--- config.mk ---
export PLATFORM = sky130hd
export DESIGN_NAME = rpad_initiator
export DESIGN_NICKNAME = d
export VERILOG_FILES = /design/src/hw/rpad_pkg.sv /design/src/hw/rpad_initiator.sv /design/src/hw/rpad_tag_table.sv
export VERILOG_INCLUDE_DIRS = /design/src /design/src/hw
export SDC_FILE = /design/constraint.sdc
export NUM_CORES = 1
export LEC_CHECK = 0
export ABC_AREA = 1
export ABC_CLOCK_PERIOD_IN_PS = 4200
export BUFFER_PORTS_ARGS = -buffer_cell sky130_fd_sc_hd__buf_2
export CAP_MARGIN = 20
export CORE_ASPECT_RATIO = 1.2
export CORE_MARGIN = 2
export CORE_UTILIZATION = 50
export DETAILED_ROUTE_END_ITERATION = 16
export PLACE_DENSITY = 0.74
export SETUP_SLACK_MARGIN = 0.1
export SYNTH_ARGS = -nofsm -noshare
export SYNTH_HDL_FRONTEND = slang
export SYNTH_HIERARCHICAL = 1
export SYNTH_SLANG_ARGS = --single-unit
--- constraint.sdc ---
create_clock -name clk -period 4.2 [get_ports clk]
set_input_delay 1.26 -clock clk [delete_from_list [all_inputs] [get_ports clk]]
set_output_delay 1.26 -clock clk [all_outputs]
set_load 0.01 [all_outputs]
--- src/hw/rpad_defines.svh ---
// Function
// - Initiator drives address on both request clocks, different meaning each clock.
// - Upper parity covers address bits 35..24, lower parity covers bits 23..3.
// - Memory request types carry a 36-bit physical byte address.
// - Address bits 4..3 pick the critical word; burst moves the other three.
// - I/O request type carries the I/O address on bits 16..3 only.
// - I/O requests drive bits 35..17 zero; bit 16 only at range top.
// - Deferred reply carries deferred tag on first-clock bits 23..16.
// - Deferred reply bits 35..24 and 15..3 are reserved.
// - Branch-trace and special requests leave the whole first-clock address reserved.
// - Second-clock fields mean the same for every transaction type.
// - Second clock: attributes 31..24, tag 23..16, byte enables 15..8, function 7..3.
// - Address lines are sampled at reset release for power-on configuration.
// - Parity bit high when an even number of covered lines are low.
// - Strobe pulses for one clock; inactive during the second request clock.
`ifndef RPAD_DEFINES_SVH
`define RPAD_DEFINES_SVH
`define RPAD_ADDR_W 33
`define RPAD_UPPER_HI 32
`define RPAD_UPPER_LO 21
`define RPAD_LOWER_HI 20
`define RPAD_IO_HI 13
`define RPAD_IO_W 14
`define RPAD_IO_TOP_BIT 13
`define RPAD_DID_LO 13
`define RPAD_CWORD_HI 1
`define RPAD_MEM_HI 2
`define RPAD_MEM_LO 1
`define RPAD_REQ_IO 5'h10
`define RPAD_REQ_IO_MASK 5'h1e
`define RPAD_REQ_DEFER 5'h00
`define RPAD_REQ_BTM 5'h09
`define RPAD_REQ_SPECIAL 5'h08
`define RPAD_REQ_ZERO 5'h00
`define RPAD_ISSUE_GAP 2'h2
`endif

--- src/hw/rpad_pkg.sv ---
package rpad_pkg;
  typedef enum logic [2:0] {RPAD_MEM, RPAD_IO, RPAD_DEFER, RPAD_BTM, RPAD_SPECIAL, RPAD_OTHER} rpad_kind_t;
  typedef struct packed {
    logic [4:0] req_type;
    logic [32:0] first_addr;
    logic [7:0] req_attributes;
    logic [7:0] deferred_tag;
    logic [7:0] byte_lane_enables;
    logic [4:0] extended_function;
  } rpad_req_t;
  typedef struct packed {
    logic [32:0] addr_n;
    logic upper_addr_parity;
    logic lower_addr_parity;
  } rpad_pins_t;
endpackage

--- src/hw/rpad_initiator.sv ---
`timescale 1ns/1ns
`default_nettype none
`include "rpad_defines.svh"
module rpad_initiator
  import rpad_pkg::*;
#(
  parameter int TAGS = 8
)
(
  input wire logic clk, // Bus clock
  input wire logic reset_n, // Synchronous reset
  input wire logic req_valid, // Request offered
  input wire rpad_req_t req, // Request content, true polarity
  output logic req_ready, // Request accepted this cycle
  output logic request_strobe_n, // Strobe, active low
  output rpad_pins_t pins_out, // Address and parity, active low
  output logic addr_oe, // Driving the address lines
  input wire rpad_pins_t pins_in, // Address lines as seen on the bus
  input wire logic bus_strobe_n, // Strobe from any agent
  input wire logic [4:0] bus_req_type, // First-clock request type, true polarity
  output logic [32:0] power_on_config, // Lines caught at reset release
  output logic snoop_start, // Memory request observed
  output logic [32:0] snoop_addr, // Its byte address bits 35..3
  output logic [1:0] critical_word, // Its first chunk
  output logic io_seen, // I/O request observed
  output logic [13:0] io_addr, // Its I/O address bits 16..3
  output logic reply_match, // Deferred reply matched a sent tag
  output logic [7:0] reply_tag, // Tag of the last reply
  output logic parity_error // Parity mismatch on either request clock
);
  typedef enum logic [1:0] {ST_IDLE, ST_SECOND, ST_GAP} rpad_state_t;
  rpad_state_t state;
  rpad_req_t held;
  logic [1:0] gap;
  logic prev_reset_n;
  logic seen_first;
  logic [4:0] seen_type;
  logic table_hit;
  logic table_full;
  logic accept;
  logic [32:0] bus_addr;
  logic obs_lookup;

  // Parity true when an even number of covered active-low lines are low
  function automatic logic even_low(input logic [32:0] lines, input logic upper);
    logic [32:0] mask;
    mask = '0;
    for (int i = 0; i < `RPAD_ADDR_W; i++)
    begin
      mask[i] = upper ? (i >= `RPAD_UPPER_LO) : (i <= `RPAD_LOWER_HI);
    end
    return ~^(~lines & mask);
  endfunction

  function automatic rpad_kind_t decode_kind(input logic [4:0] t);
    if (t == `RPAD_REQ_DEFER)
      return RPAD_DEFER;
    else if ((t & `RPAD_REQ_IO_MASK) == `RPAD_REQ_IO)
      return RPAD_IO;
    else if (t == `RPAD_REQ_BTM)
      return RPAD_BTM;
    else if (t == `RPAD_REQ_SPECIAL)
      return RPAD_SPECIAL;
    else if (t[`RPAD_MEM_HI:`RPAD_MEM_LO] != 2'h0)
      return RPAD_MEM;
    else
      return RPAD_OTHER;
  endfunction

  // First-clock address shaped per type; reserved bits driven inactive
  function automatic logic [32:0] first_word(input rpad_req_t r);
    logic [32:0] a;
    a = '0;
    unique case (decode_kind(r.req_type))
      RPAD_MEM: a = r.first_addr;
      RPAD_IO: a[`RPAD_IO_HI:0] = r.first_addr[`RPAD_IO_HI:0];
      RPAD_DEFER: a[`RPAD_DID_LO+7:`RPAD_DID_LO] = r.deferred_tag;
      RPAD_BTM, RPAD_SPECIAL, RPAD_OTHER: a = '0;
    endcase
    return a;
  endfunction

  function automatic logic [32:0] second_word(input rpad_req_t r);
    return {4'h0, r.req_attributes, r.deferred_tag, r.byte_lane_enables, r.extended_function};
  endfunction

  function automatic rpad_pins_t to_pins(input logic [32:0] a);
    rpad_pins_t p;
    p.addr_n = ~a;
    p.upper_addr_parity = even_low(~a, 1'b1);
    p.lower_addr_parity = even_low(~a, 1'b0);
    return p;
  endfunction

  // Deferrable requests need a free tag slot, so refuse them while full
  assign accept = state == ST_IDLE && req_valid && reset_n
    && !(table_full && decode_kind(req.req_type) != RPAD_DEFER);
  assign bus_addr = ~pins_in.addr_n;
  // Match runs one clock late on the tag caught in the first clock;
  // the second clock carries the replier's own tag field, not ours
  assign obs_lookup = seen_first && decode_kind(seen_type) == RPAD_DEFER;

  rpad_tag_table #(.DEPTH(TAGS)) u_tags
  (
    .clk(clk),
    .reset_n(reset_n),
    .alloc(accept && decode_kind(req.req_type) != RPAD_DEFER),
    .alloc_tag(req.deferred_tag),
    .lookup(obs_lookup),
    .lookup_tag(reply_tag),
    .hit(table_hit),
    .full(table_full)
  );

  // Two request clocks then a two-clock gap: a new take at most every four clocks
  always_ff @(posedge clk)
  begin
    if (!reset_n)
    begin
      state <= ST_IDLE;
      gap <= 2'h0;
      held <= '0;
    end
    else
    begin
      unique case (state)
        ST_IDLE:
          if (accept)
          begin
            held <= req;
            state <= ST_SECOND;
          end
        ST_SECOND:
        begin
          state <= ST_GAP;
          gap <= `RPAD_ISSUE_GAP - 2'h1;
        end
        ST_GAP:
          if (gap == 2'h0)
            state <= ST_IDLE;
          else
            gap <= gap - 2'h1;
      endcase
    end
  end

  always_ff @(posedge clk)
  begin
    if (!reset_n)
    begin
      request_strobe_n <= 1'b1;
      pins_out <= to_pins('0);
      addr_oe <= 1'b0;
      req_ready <= 1'b0;
    end
    else
    begin
      req_ready <= accept;
      request_strobe_n <= !accept;
      if (accept)
      begin
        pins_out <= to_pins(first_word(req));
        addr_oe <= 1'b1;
      end
      else if (state == ST_SECOND)
      begin
        pins_out <= to_pins(second_word(held));
        addr_oe <= 1'b1;
      end
      else
      begin
        addr_oe <= 1'b0;
      end
    end
  end

  // Configuration caught on the first clock after reset is released
  always_ff @(posedge clk)
  begin
    prev_reset_n <= reset_n;
    if (!reset_n)
    begin
      power_on_config <= '0;
    end
    else if (!prev_reset_n)
    begin
      power_on_config <= bus_addr;
    end
  end

  // Observer of every request on the bus, including our own
  always_ff @(posedge clk)
  begin
    if (!reset_n)
    begin
      seen_first <= 1'b0;
      seen_type <= `RPAD_REQ_ZERO;
      snoop_start <= 1'b0;
      snoop_addr <= '0;
      critical_word <= 2'h0;
      io_seen <= 1'b0;
      io_addr <= '0;
      reply_match <= 1'b0;
      reply_tag <= 8'h00;
      parity_error <= 1'b0;
    end
    else
    begin
      seen_first <= !bus_strobe_n;
      seen_type <= bus_req_type;
      snoop_start <= 1'b0;
      io_seen <= 1'b0;
      reply_match <= 1'b0;
      parity_error <= (!bus_strobe_n || seen_first)
        && (pins_in.upper_addr_parity != even_low(pins_in.addr_n, 1'b1)
        || pins_in.lower_addr_parity != even_low(pins_in.addr_n, 1'b0));
      if (!bus_strobe_n)
      begin
        unique case (decode_kind(bus_req_type))
          RPAD_MEM:
          begin
            snoop_start <= 1'b1;
            snoop_addr <= bus_addr;
            critical_word <= bus_addr[`RPAD_CWORD_HI:0];
          end
          RPAD_IO:
          begin
            io_seen <= 1'b1;
            io_addr <= bus_addr[`RPAD_IO_HI:0];
          end
          RPAD_DEFER:
            reply_tag <= bus_addr[`RPAD_DID_LO+7:`RPAD_DID_LO];
          RPAD_BTM, RPAD_SPECIAL, RPAD_OTHER: ;
        endcase
      end
      if (obs_lookup)
        reply_match <= table_hit;
    end
  end
endmodule
`default_nettype wire

--- src/hw/rpad_tag_table.sv ---
`timescale 1ns/1ns
`default_nettype none
module rpad_tag_table
#(
  parameter int DEPTH = 8
)
(
  input wire logic clk, // Bus clock
  input wire logic reset_n, // Synchronous reset
  input wire logic alloc, // Record a sent tag
  input wire logic [7:0] alloc_tag, // Tag being sent
  input wire logic lookup, // Deferred reply seen
  input wire logic [7:0] lookup_tag, // Tag from the reply
  output logic hit, // Reply matched an entry
  output logic full // No free entry
);
  logic [DEPTH-1:0] valid;
  logic [7:0] tag [DEPTH];
  logic [DEPTH-1:0] match;
  logic [DEPTH-1:0] free_one;

  always_comb
  begin
    match = '0;
    free_one = '0;
    for (int i = 0; i < DEPTH; i++)
    begin
      match[i] = valid[i] && tag[i] == lookup_tag;
    end
    for (int i = DEPTH - 1; i >= 0; i--)
    begin
      if (!valid[i])
      begin
        free_one = '0;
        free_one[i] = 1'b1;
      end
    end
  end

  assign hit = lookup && (match != '0);
  assign full = &valid;

  // Entry stays until its reply retires it
  always_ff @(posedge clk)
  begin
    if (!reset_n)
    begin
      valid <= '0;
    end
    else
    begin
      valid <= (valid & ~(lookup ? match : '0)) | ((alloc && !full) ? free_one : '0);
    end
  end

  always_ff @(posedge clk)
  begin
    for (int i = 0; i < DEPTH; i++)
    begin
      if (alloc && !full && free_one[i])
      begin
        tag[i] <= alloc_tag;
      end
    end
  end
endmodule
`default_nettype wire

### After elaboration in Yosys (flattened, before gate mapping)

Memory sizes are Yosys's and may differ from the RTL's.
Cells that the tools add are included.

| word-level totals | value |
|---|---|
| logic and storage cells | 227 |
| output and inout bits | 132 |
| register bits | 180 |
| input port bits | 111 |
| memories | 1 |
| memory bits (writable) | 64 |

| cells by class | value |
|---|---|
| equality and inequality tests | 33 |
| reductions and logical operators | 68 |
| bitwise gates (word level) | 10 |
| add/subtract/negate cells | 1 |
| mux-type cells | 89 |

Memory list:

| memory | words | bits a word | rd ports | clocked after memory_dff | wr ports | line | text |
|---|---|---|---|---|---|---|---|
| u_tags.tag | 8 | 8 | 8 | 0 | 1 | rpad_tag_table.sv:18 | `logic [7:0] tag [DEPTH];` |

Operator list:

| kind | number |
|---|---|
| $reduce_xnor A33 Y1 | 6 |
| $mux W8 | 17 |
| $not A33 Y33 | 4 |
| $mux W3 | 26 |
| $mux W35 | 2 |
| $eq A8 B8 Y1 | 8 |
| $reduce_or A8 Y1 | 7 |
| $mux W13 | 3 |
| $mux W12 | 3 |
| $not A29 Y33 | 1 |
| $eq A5 B4 Y1 const B | 6 |
| $mux W1 | 29 |
| $logic_and A1 B1 Y1 | 25 |
| $logic_not A5 Y1 | 3 |
| $mux W7 | 2 |
| $pmux W7 S2 | 1 |
| $reduce_and A2 Y1 | 7 |
| $eq A3 B2 Y1 const B | 4 |
| $eq A4 B4 Y1 const B | 3 |
| $reduce_bool A2 Y1 | 5 |
| $and A8 B8 Y8 | 1 |
| $not A8 Y8 | 1 |
| $or A8 B8 Y8 | 1 |
| $reduce_and A8 Y1 | 1 |
| 20 further kinds | 35 |

### Longest topological paths before layout

| logic depth | value |
|---|---|
| word-level depth | 23 |
| mapped depth | 20 |
| gate-level depth less buffers | 19 |

### Modules after synthesis

The synthesis kept the hierarchy.

By module, submodules not included:

| module | seq. area each (um^2) | instances | area an instance (um^2) | cells each |
|---|---|---|---|---|
| rpad_initiator | 3403.3 | 1 | 7272.0 | 939 |
| rpad_tag_table | 2082.0 | 1 | 3420.8 | 368 |

### Worst setup path before layout

Ideal clock, no wire load.

| timing | value |
|---|---|
| kind | input -> register |
| start point | in req[63] (netlist bit) |
| end point | mem u_tags.tag[3][0], in the netlist u_tags/tag[0][24], enable pin |
| data required time | 3.802 ns |
| stages | 11 |
| arrival | 3.309 ns |
| setup time | 0.398 ns |
| setup slack | 0.493 ns |
| buffers on the path | 2 |
| cells stage by stage | nor2_1 -> nand3_2 -> nand2_1 -> nand4_2 -> inv_1 -> buf_6 -> buf_4 -> nand2_1 -> inv_1 -> inv_1 -> nor4_1 |

| between the ends | value |
|---|---|
| longest elaborated chain between the ends | 23 |
| elaborated cells on any way between the ends | 61 |
| classes of those cells | eq/ne (4); mux (35); reduce/logical (22) |

RTL lines:

| what | line | text |
|---|---|---|
| start, declared | rpad_initiator.sv:13 | `input wire rpad_req_t req,` |
| $reduce_bool A2 Y1 | rpad_initiator.sv:64 | `` else if (t[`RPAD_MEM_HI:`RPAD_MEM_LO] != 2'h0) `` |
| $mux W3 | rpad_initiator.sv:64 |  |
| $mux W3 | rpad_initiator.sv:62 | `` else if (t == `RPAD_REQ_SPECIAL) `` |
| $mux W3 | rpad_initiator.sv:60 | `` else if (t == `RPAD_REQ_BTM) `` |
| $mux W3 | rpad_initiator.sv:58 | `` else if ((t & `RPAD_REQ_IO_MASK) == `RPAD_REQ_IO) `` |
| $mux W3 (*) | rpad_initiator.sv:56 | `` if (t == `RPAD_REQ_DEFER) `` |
| $ne A3 B2 Y1 (*) | rpad_initiator.sv:97, rpad_initiator.sv:107 |  |
| $logic_and A1 B1 Y1 | rpad_initiator.sv:97 | `&& !(table_full && decode_kind(req.req_type) != RPAD_DEFER);` |
| $logic_not A1 Y1 | rpad_initiator.sv:97 |  |
| $logic_and A1 B1 Y1 | rpad_initiator.sv:97 |  |
| $logic_and A1 B1 Y1 (*) | rpad_initiator.sv:107 | `.alloc(accept && decode_kind(req.req_type) != RPAD_DEFER),` |
| $logic_and A1 B1 Y1 (*) | rpad_tag_table.sv:60 | `if (alloc && !full && free_one[i])` |
| $logic_and A1 B1 Y1 | rpad_tag_table.sv:60 |  |
| $mux W1 | rpad_tag_table.sv:60 |  |
| $mux W1 (implied by the code) | rpad_tag_table.sv:62 | `tag[i] <= alloc_tag;` |
| $reduce_or A8 Y1 (no line) | - |  |
| $mux W3 (no line) or $mux W1 (tied branches) (7 in series) | - |  |
| end, declared | rpad_tag_table.sv:18 |  |

Mark *: on every way between the ends. The rest lies on a longest branch, timed or not.

### Final worst setup path

| timing | value |
|---|---|
| start point | in req[63] (netlist bit) |
| end point | reg pins_out[31] (netlist bit) |

| between the ends | value |
|---|---|
| longest elaborated chain between the ends | 14 |
| elaborated cells on any way between the ends | 23 |
| classes of those cells | eq/ne (4); mux (11); bitwise (1); reduce/logical (7) |

RTL lines:

| what | line | text |
|---|---|---|
| $reduce_bool A2 Y1 | rpad_initiator.sv:64 |  |
| $mux W3 | rpad_initiator.sv:64 |  |
| $mux W3 | rpad_initiator.sv:62 |  |
| $mux W3 | rpad_initiator.sv:60 |  |
| $mux W3 | rpad_initiator.sv:58 |  |
| $mux W3 (*) | rpad_initiator.sv:56 |  |
| $mux W3 | rpad_initiator.sv:160 | `if (accept)` |
| $mux W3 | rpad_initiator.sv:149 | `if (!reset_n)` |
| $logic_not A3 Y1 | rpad_initiator.sv:74 | `unique case (decode_kind(r.req_type))` |
| $mux W12 | rpad_initiator.sv:74 |  |
| $mux W12 | rpad_initiator.sv:160 |  |
| $mux W12 | rpad_initiator.sv:149 |  |
| $not A33 Y33 | - |  |
| $mux W35 | rpad_initiator.sv:160 |  |
| end signal, assigned | rpad_initiator.sv:152 | `pins_out <= to_pins('0);` |
| end signal, assigned | rpad_initiator.sv:162 | `pins_out <= to_pins(first_word(req));` |
| end signal, assigned | rpad_initiator.sv:167 | `pins_out <= to_pins(second_word(held));` |
| end, declared | rpad_initiator.sv:16 | `output rpad_pins_t pins_out,` |

Mark *: on every way between the ends. The rest lies on a longest branch, timed or not. The select of a mux whose other input is x is not followed.
A chain may end at the register's enable or synchronous reset.

==> results.tsv <==
stage	metric	value	unit
timing	setup-violations-final	0	
detailed_routing	drt_iter0_drc	678	
detailed_routing	drt_pass1_iterations	5	
place	gp_congestion	0.8738	
cts	cts-resized-gates	0	
run_status	outcome	completed	
power_and_ir_drop	switchingPower	1.956	mW
hold_path	whs_path_depth	2	
setup_path	cp_slowest_cell	nor2_4	
timing	worst_pin_slew	949.6	ps
power_and_ir_drop	internal_power	4.459	mW
yosys	async_reset_ff_share	0	%
yosys	synth_cell_type_count	40	
yosys	synth_top_cells_by_area	dfxtp_1 33%, edfxtp_1 18%, nand2_1 10%	
finish	finalNetCount	1639	
hold_path	worstHoldEndpoint	io_addr[1]	
floorplan	die_area	22580	um2
power_and_ir_drop	ir_worst_vdd	0.3324	mV
power_and_ir_drop	p_clk_share	34.0	%
job	maxCapViolCount	0	
global_route	grt_usage	25.98	%
global_route	grt.overflow.total	0	
yosys	synth_ff_type	dfxtp_1	
setup_path	critPathArrivalTime	3530	ps
yosys	ys_seq_area_share	51.30	%
timing	setup_tns	0	ps
cts	insertion_delay	520	ps
detailed_routing	wire_per_inst	16.46	um
timing	relSlewSlack	36.54	%
detailed_routing	via_per_inst	5.269	
setup_path	crit_required	4590	ps
finish	layout_commonest_cell	nand2_1	
floorplan	initial_core_util	50.98	%
yosys	yosysTopAreaCellShare	33.33	%
cts	cts_sinks	242	
cts	cts_made_buffers	25	
yosys	netlist_area	10690	um2
setup_path	critPathLaunchType	input pin	
timing	drv_slew	0	
floorplan	die_w	137.5	um
timing	rsz0062_at_grt	no	
timing	hold_viol	0	
detailed_routing	wl	29920	um
yosys	ys_seq_elements	242	
finish	drive_gt1_share	21.47	%
cts	cts_tree	built	
global_route	antenna_found_initial	5	
power_and_ir_drop	combinationalPowerShare	22.3	%
timing	fin_skew	11.30	ps
global_route	grt_pass1_vias	8964	
setup_path	cpPeakStageDelay	710	ps
setup_path	worstSetupStartpoint	req[63]	
cts	clockRootBuffer	clkbuf_16	
cts	clockBufferDepth	3	
setup_path	cp_common_cell	inv_1	
setup_path	r2r_cells	11	
timing	min_period	3131	ps
cts	cts_hold_buf	0	
setup_path	worstPathMaxFanout	42	
setup_path	critical_path_class	input pin to flop	
floorplan	core_area	20970	um2
setup_path	crit_family	simple AND/OR/NAND/NOR gates	
timing	holdWs	461.5	ps
setup_path	critical_path_buf_inv_count	4	
hold_path	min_path_type	flop to flop	
finish	num-fill-cells	1866	
yosys	synth-edff-count	64	
floorplan	fp.dieH	164.2	um
setup_path	end_kind	flop	
yosys	synth_cells	1307	
yosys	avgSynthCellArea	8.181	um2
global_route	grt_first_pass_wirelength	45910	um
hold_path	holdCritStartpoint	io_addr[1]	
cts	post_cts_buffers	0	
power_and_ir_drop	powerDensity	499.7	nW/um2
floorplan	rows	58	
detailed_routing	vias	9579	
finish	area_growth	20.07	%
power_and_ir_drop	p_sw_share	30.49	%
global_route	grt_max_degree	69	
power_and_ir_drop	seq_power_share	43.7	%
detailed_routing	drc	0	
power_and_ir_drop	p_total	6.415	mW
yosys	syn_nets	1422	
cts	clk_pin_slew_worst_paths	60	ps
setup_path	cp_cell_sequence	buf_2, nor2_1, nand3_2, nand2_1, nand4_2, inv_2, nor2_4, inv_1, o31ai_1, inv_1	
floorplan	ioPinCount	243	
yosys	ys_warn_count	6	
timing	fin_crit_sh	74.55	%
detailed_routing	ant_nets	0	
timing	timing.fmax	0.3194	GHz
place	hpwl	21080	um
yosys	netlist.top_cell.by_area	dfxtp_1	
setup_path	rrSetupSlack	1190	ps
cts	h-tree-depth	1	
setup_path	r2r-end	pins_out[31]	
place	port-buffer-count	242	
power_and_ir_drop	p_leak	5.935	nW
setup_path	r2r-start	u_tags/valid[0]	
finish	most-common-layout-cells	296 x nand2_1, 241 x buf_2, 178 x dfxtp_1	
## through the flow
stage	cell area (um2)	setup WS, ps	util, %	std cells
3_5_place_dp	12010	538.6	57.28	1767
3_3_place_gp	12010	639.7	57.28	1767
6_report	12840	1069	61.22	1818
5_1_grt	12830	827.9	61.17	1814
4_1_cts	12820	1076	61.14	1812
2_1_floorplan	10690	492.9	-	1307
## cells in the mapped netlist (10+ instances only)
master,number
nand2_1,296
dfxtp_1,178
xnor2_1,45
nand3_1,65
o21ai_1,12
nor2_1,88
clkbuf_1,41
or2_2,15
edfxtp_1,64
o21ai_0,105
a22oi_1,10
a21oi_1,131
inv_1,127
o211ai_1,11
xor2_1,35
buf_4,11
nand3b_1,10
## worst register-to-register path, delay by kind of cell (launching register included)
| kind | cells | cell delay [ps] |
|---|---|---|
| compound gates | 1 | 360 |
| buf+inv | 4 | 760 |
| flops | 1 | 400 |
| simple gates | 6 | 1380 |
## registers in the layout, summed over array words and instances, names as in the netlist, 2 cells and up
| name | flops |
|---|---|
| io_addr | 14 |
| held | 29 |
| power_on_config | 33 |
| state | 2 |
| u_tags/valid | 8 |
| snoop_addr | 33 |
| seen_type | 5 |
| pins_out | 35 |
| u_tags/tag | 64 |
| gap | 2 |
| reply_tag | 8 |
## metal layers
metal / vias to the layer above / global-route usage [%] / share of wire (%)
met4: 0 / 8.716 / 2.3
met2: 347 / 44.84 / 50
met3: 48 / 5.494 / 7.8
li1: 4705 / - / -
met5: - / 0 / 0
met1: 4479 / 32.11 / 40
## area by class of cell
class / count / area (um2) / share of cell area [%]
inverters: 135 / 506.7 / 3.947
repair buffers: 253 / 1296 / 10.10
well taps: 270 / 337.8 / 2.631
clock buffers: 35 / 718.2 / 5.594
flip-flops and latches: 242 / 5485 / 42.72
clock inverters: 10 / 91.34 / 0.7114
multi-input cells: 867 / 4388 / 34.18
diodes: 6 / 15.01 / 0.1169
## logic make-up after synthesis
kind of cell,after synthesis,share of synthesized area [%]
compound gates,280,13.84
xor+xnor,80,6.553
fa+ha+maj,4,0.4681
buf+inv,198,7.781
flops,242,51.30
simple gates,503,20.06
## power by group through the flow
stage	registers [mW]	logic, mW	clock network (mW)
floorplan	2.91	0.863	0
finish	2.80	1.43	2.18
global placement	2.85	1.38	0
CTS	2.80	1.44	2.21
detailed placement	2.85	1.42	0
global route	2.83	1.60	2.31
## worst max path at each step
stage / end / slack, ps / cells past startpoint
floorplan: u_tags/tag[0][24] / 490 / 11
global placement: pins_out[33] / 640 / 10
detailed placement: pins_out[31] / 540 / 10
CTS: pins_out[31] / 1080 / 10
global route: pins_out[31] / 830 / 11
finish: pins_out[31] / 1070 / 10
Note: power is estimated with default switching activity, not from simulation.
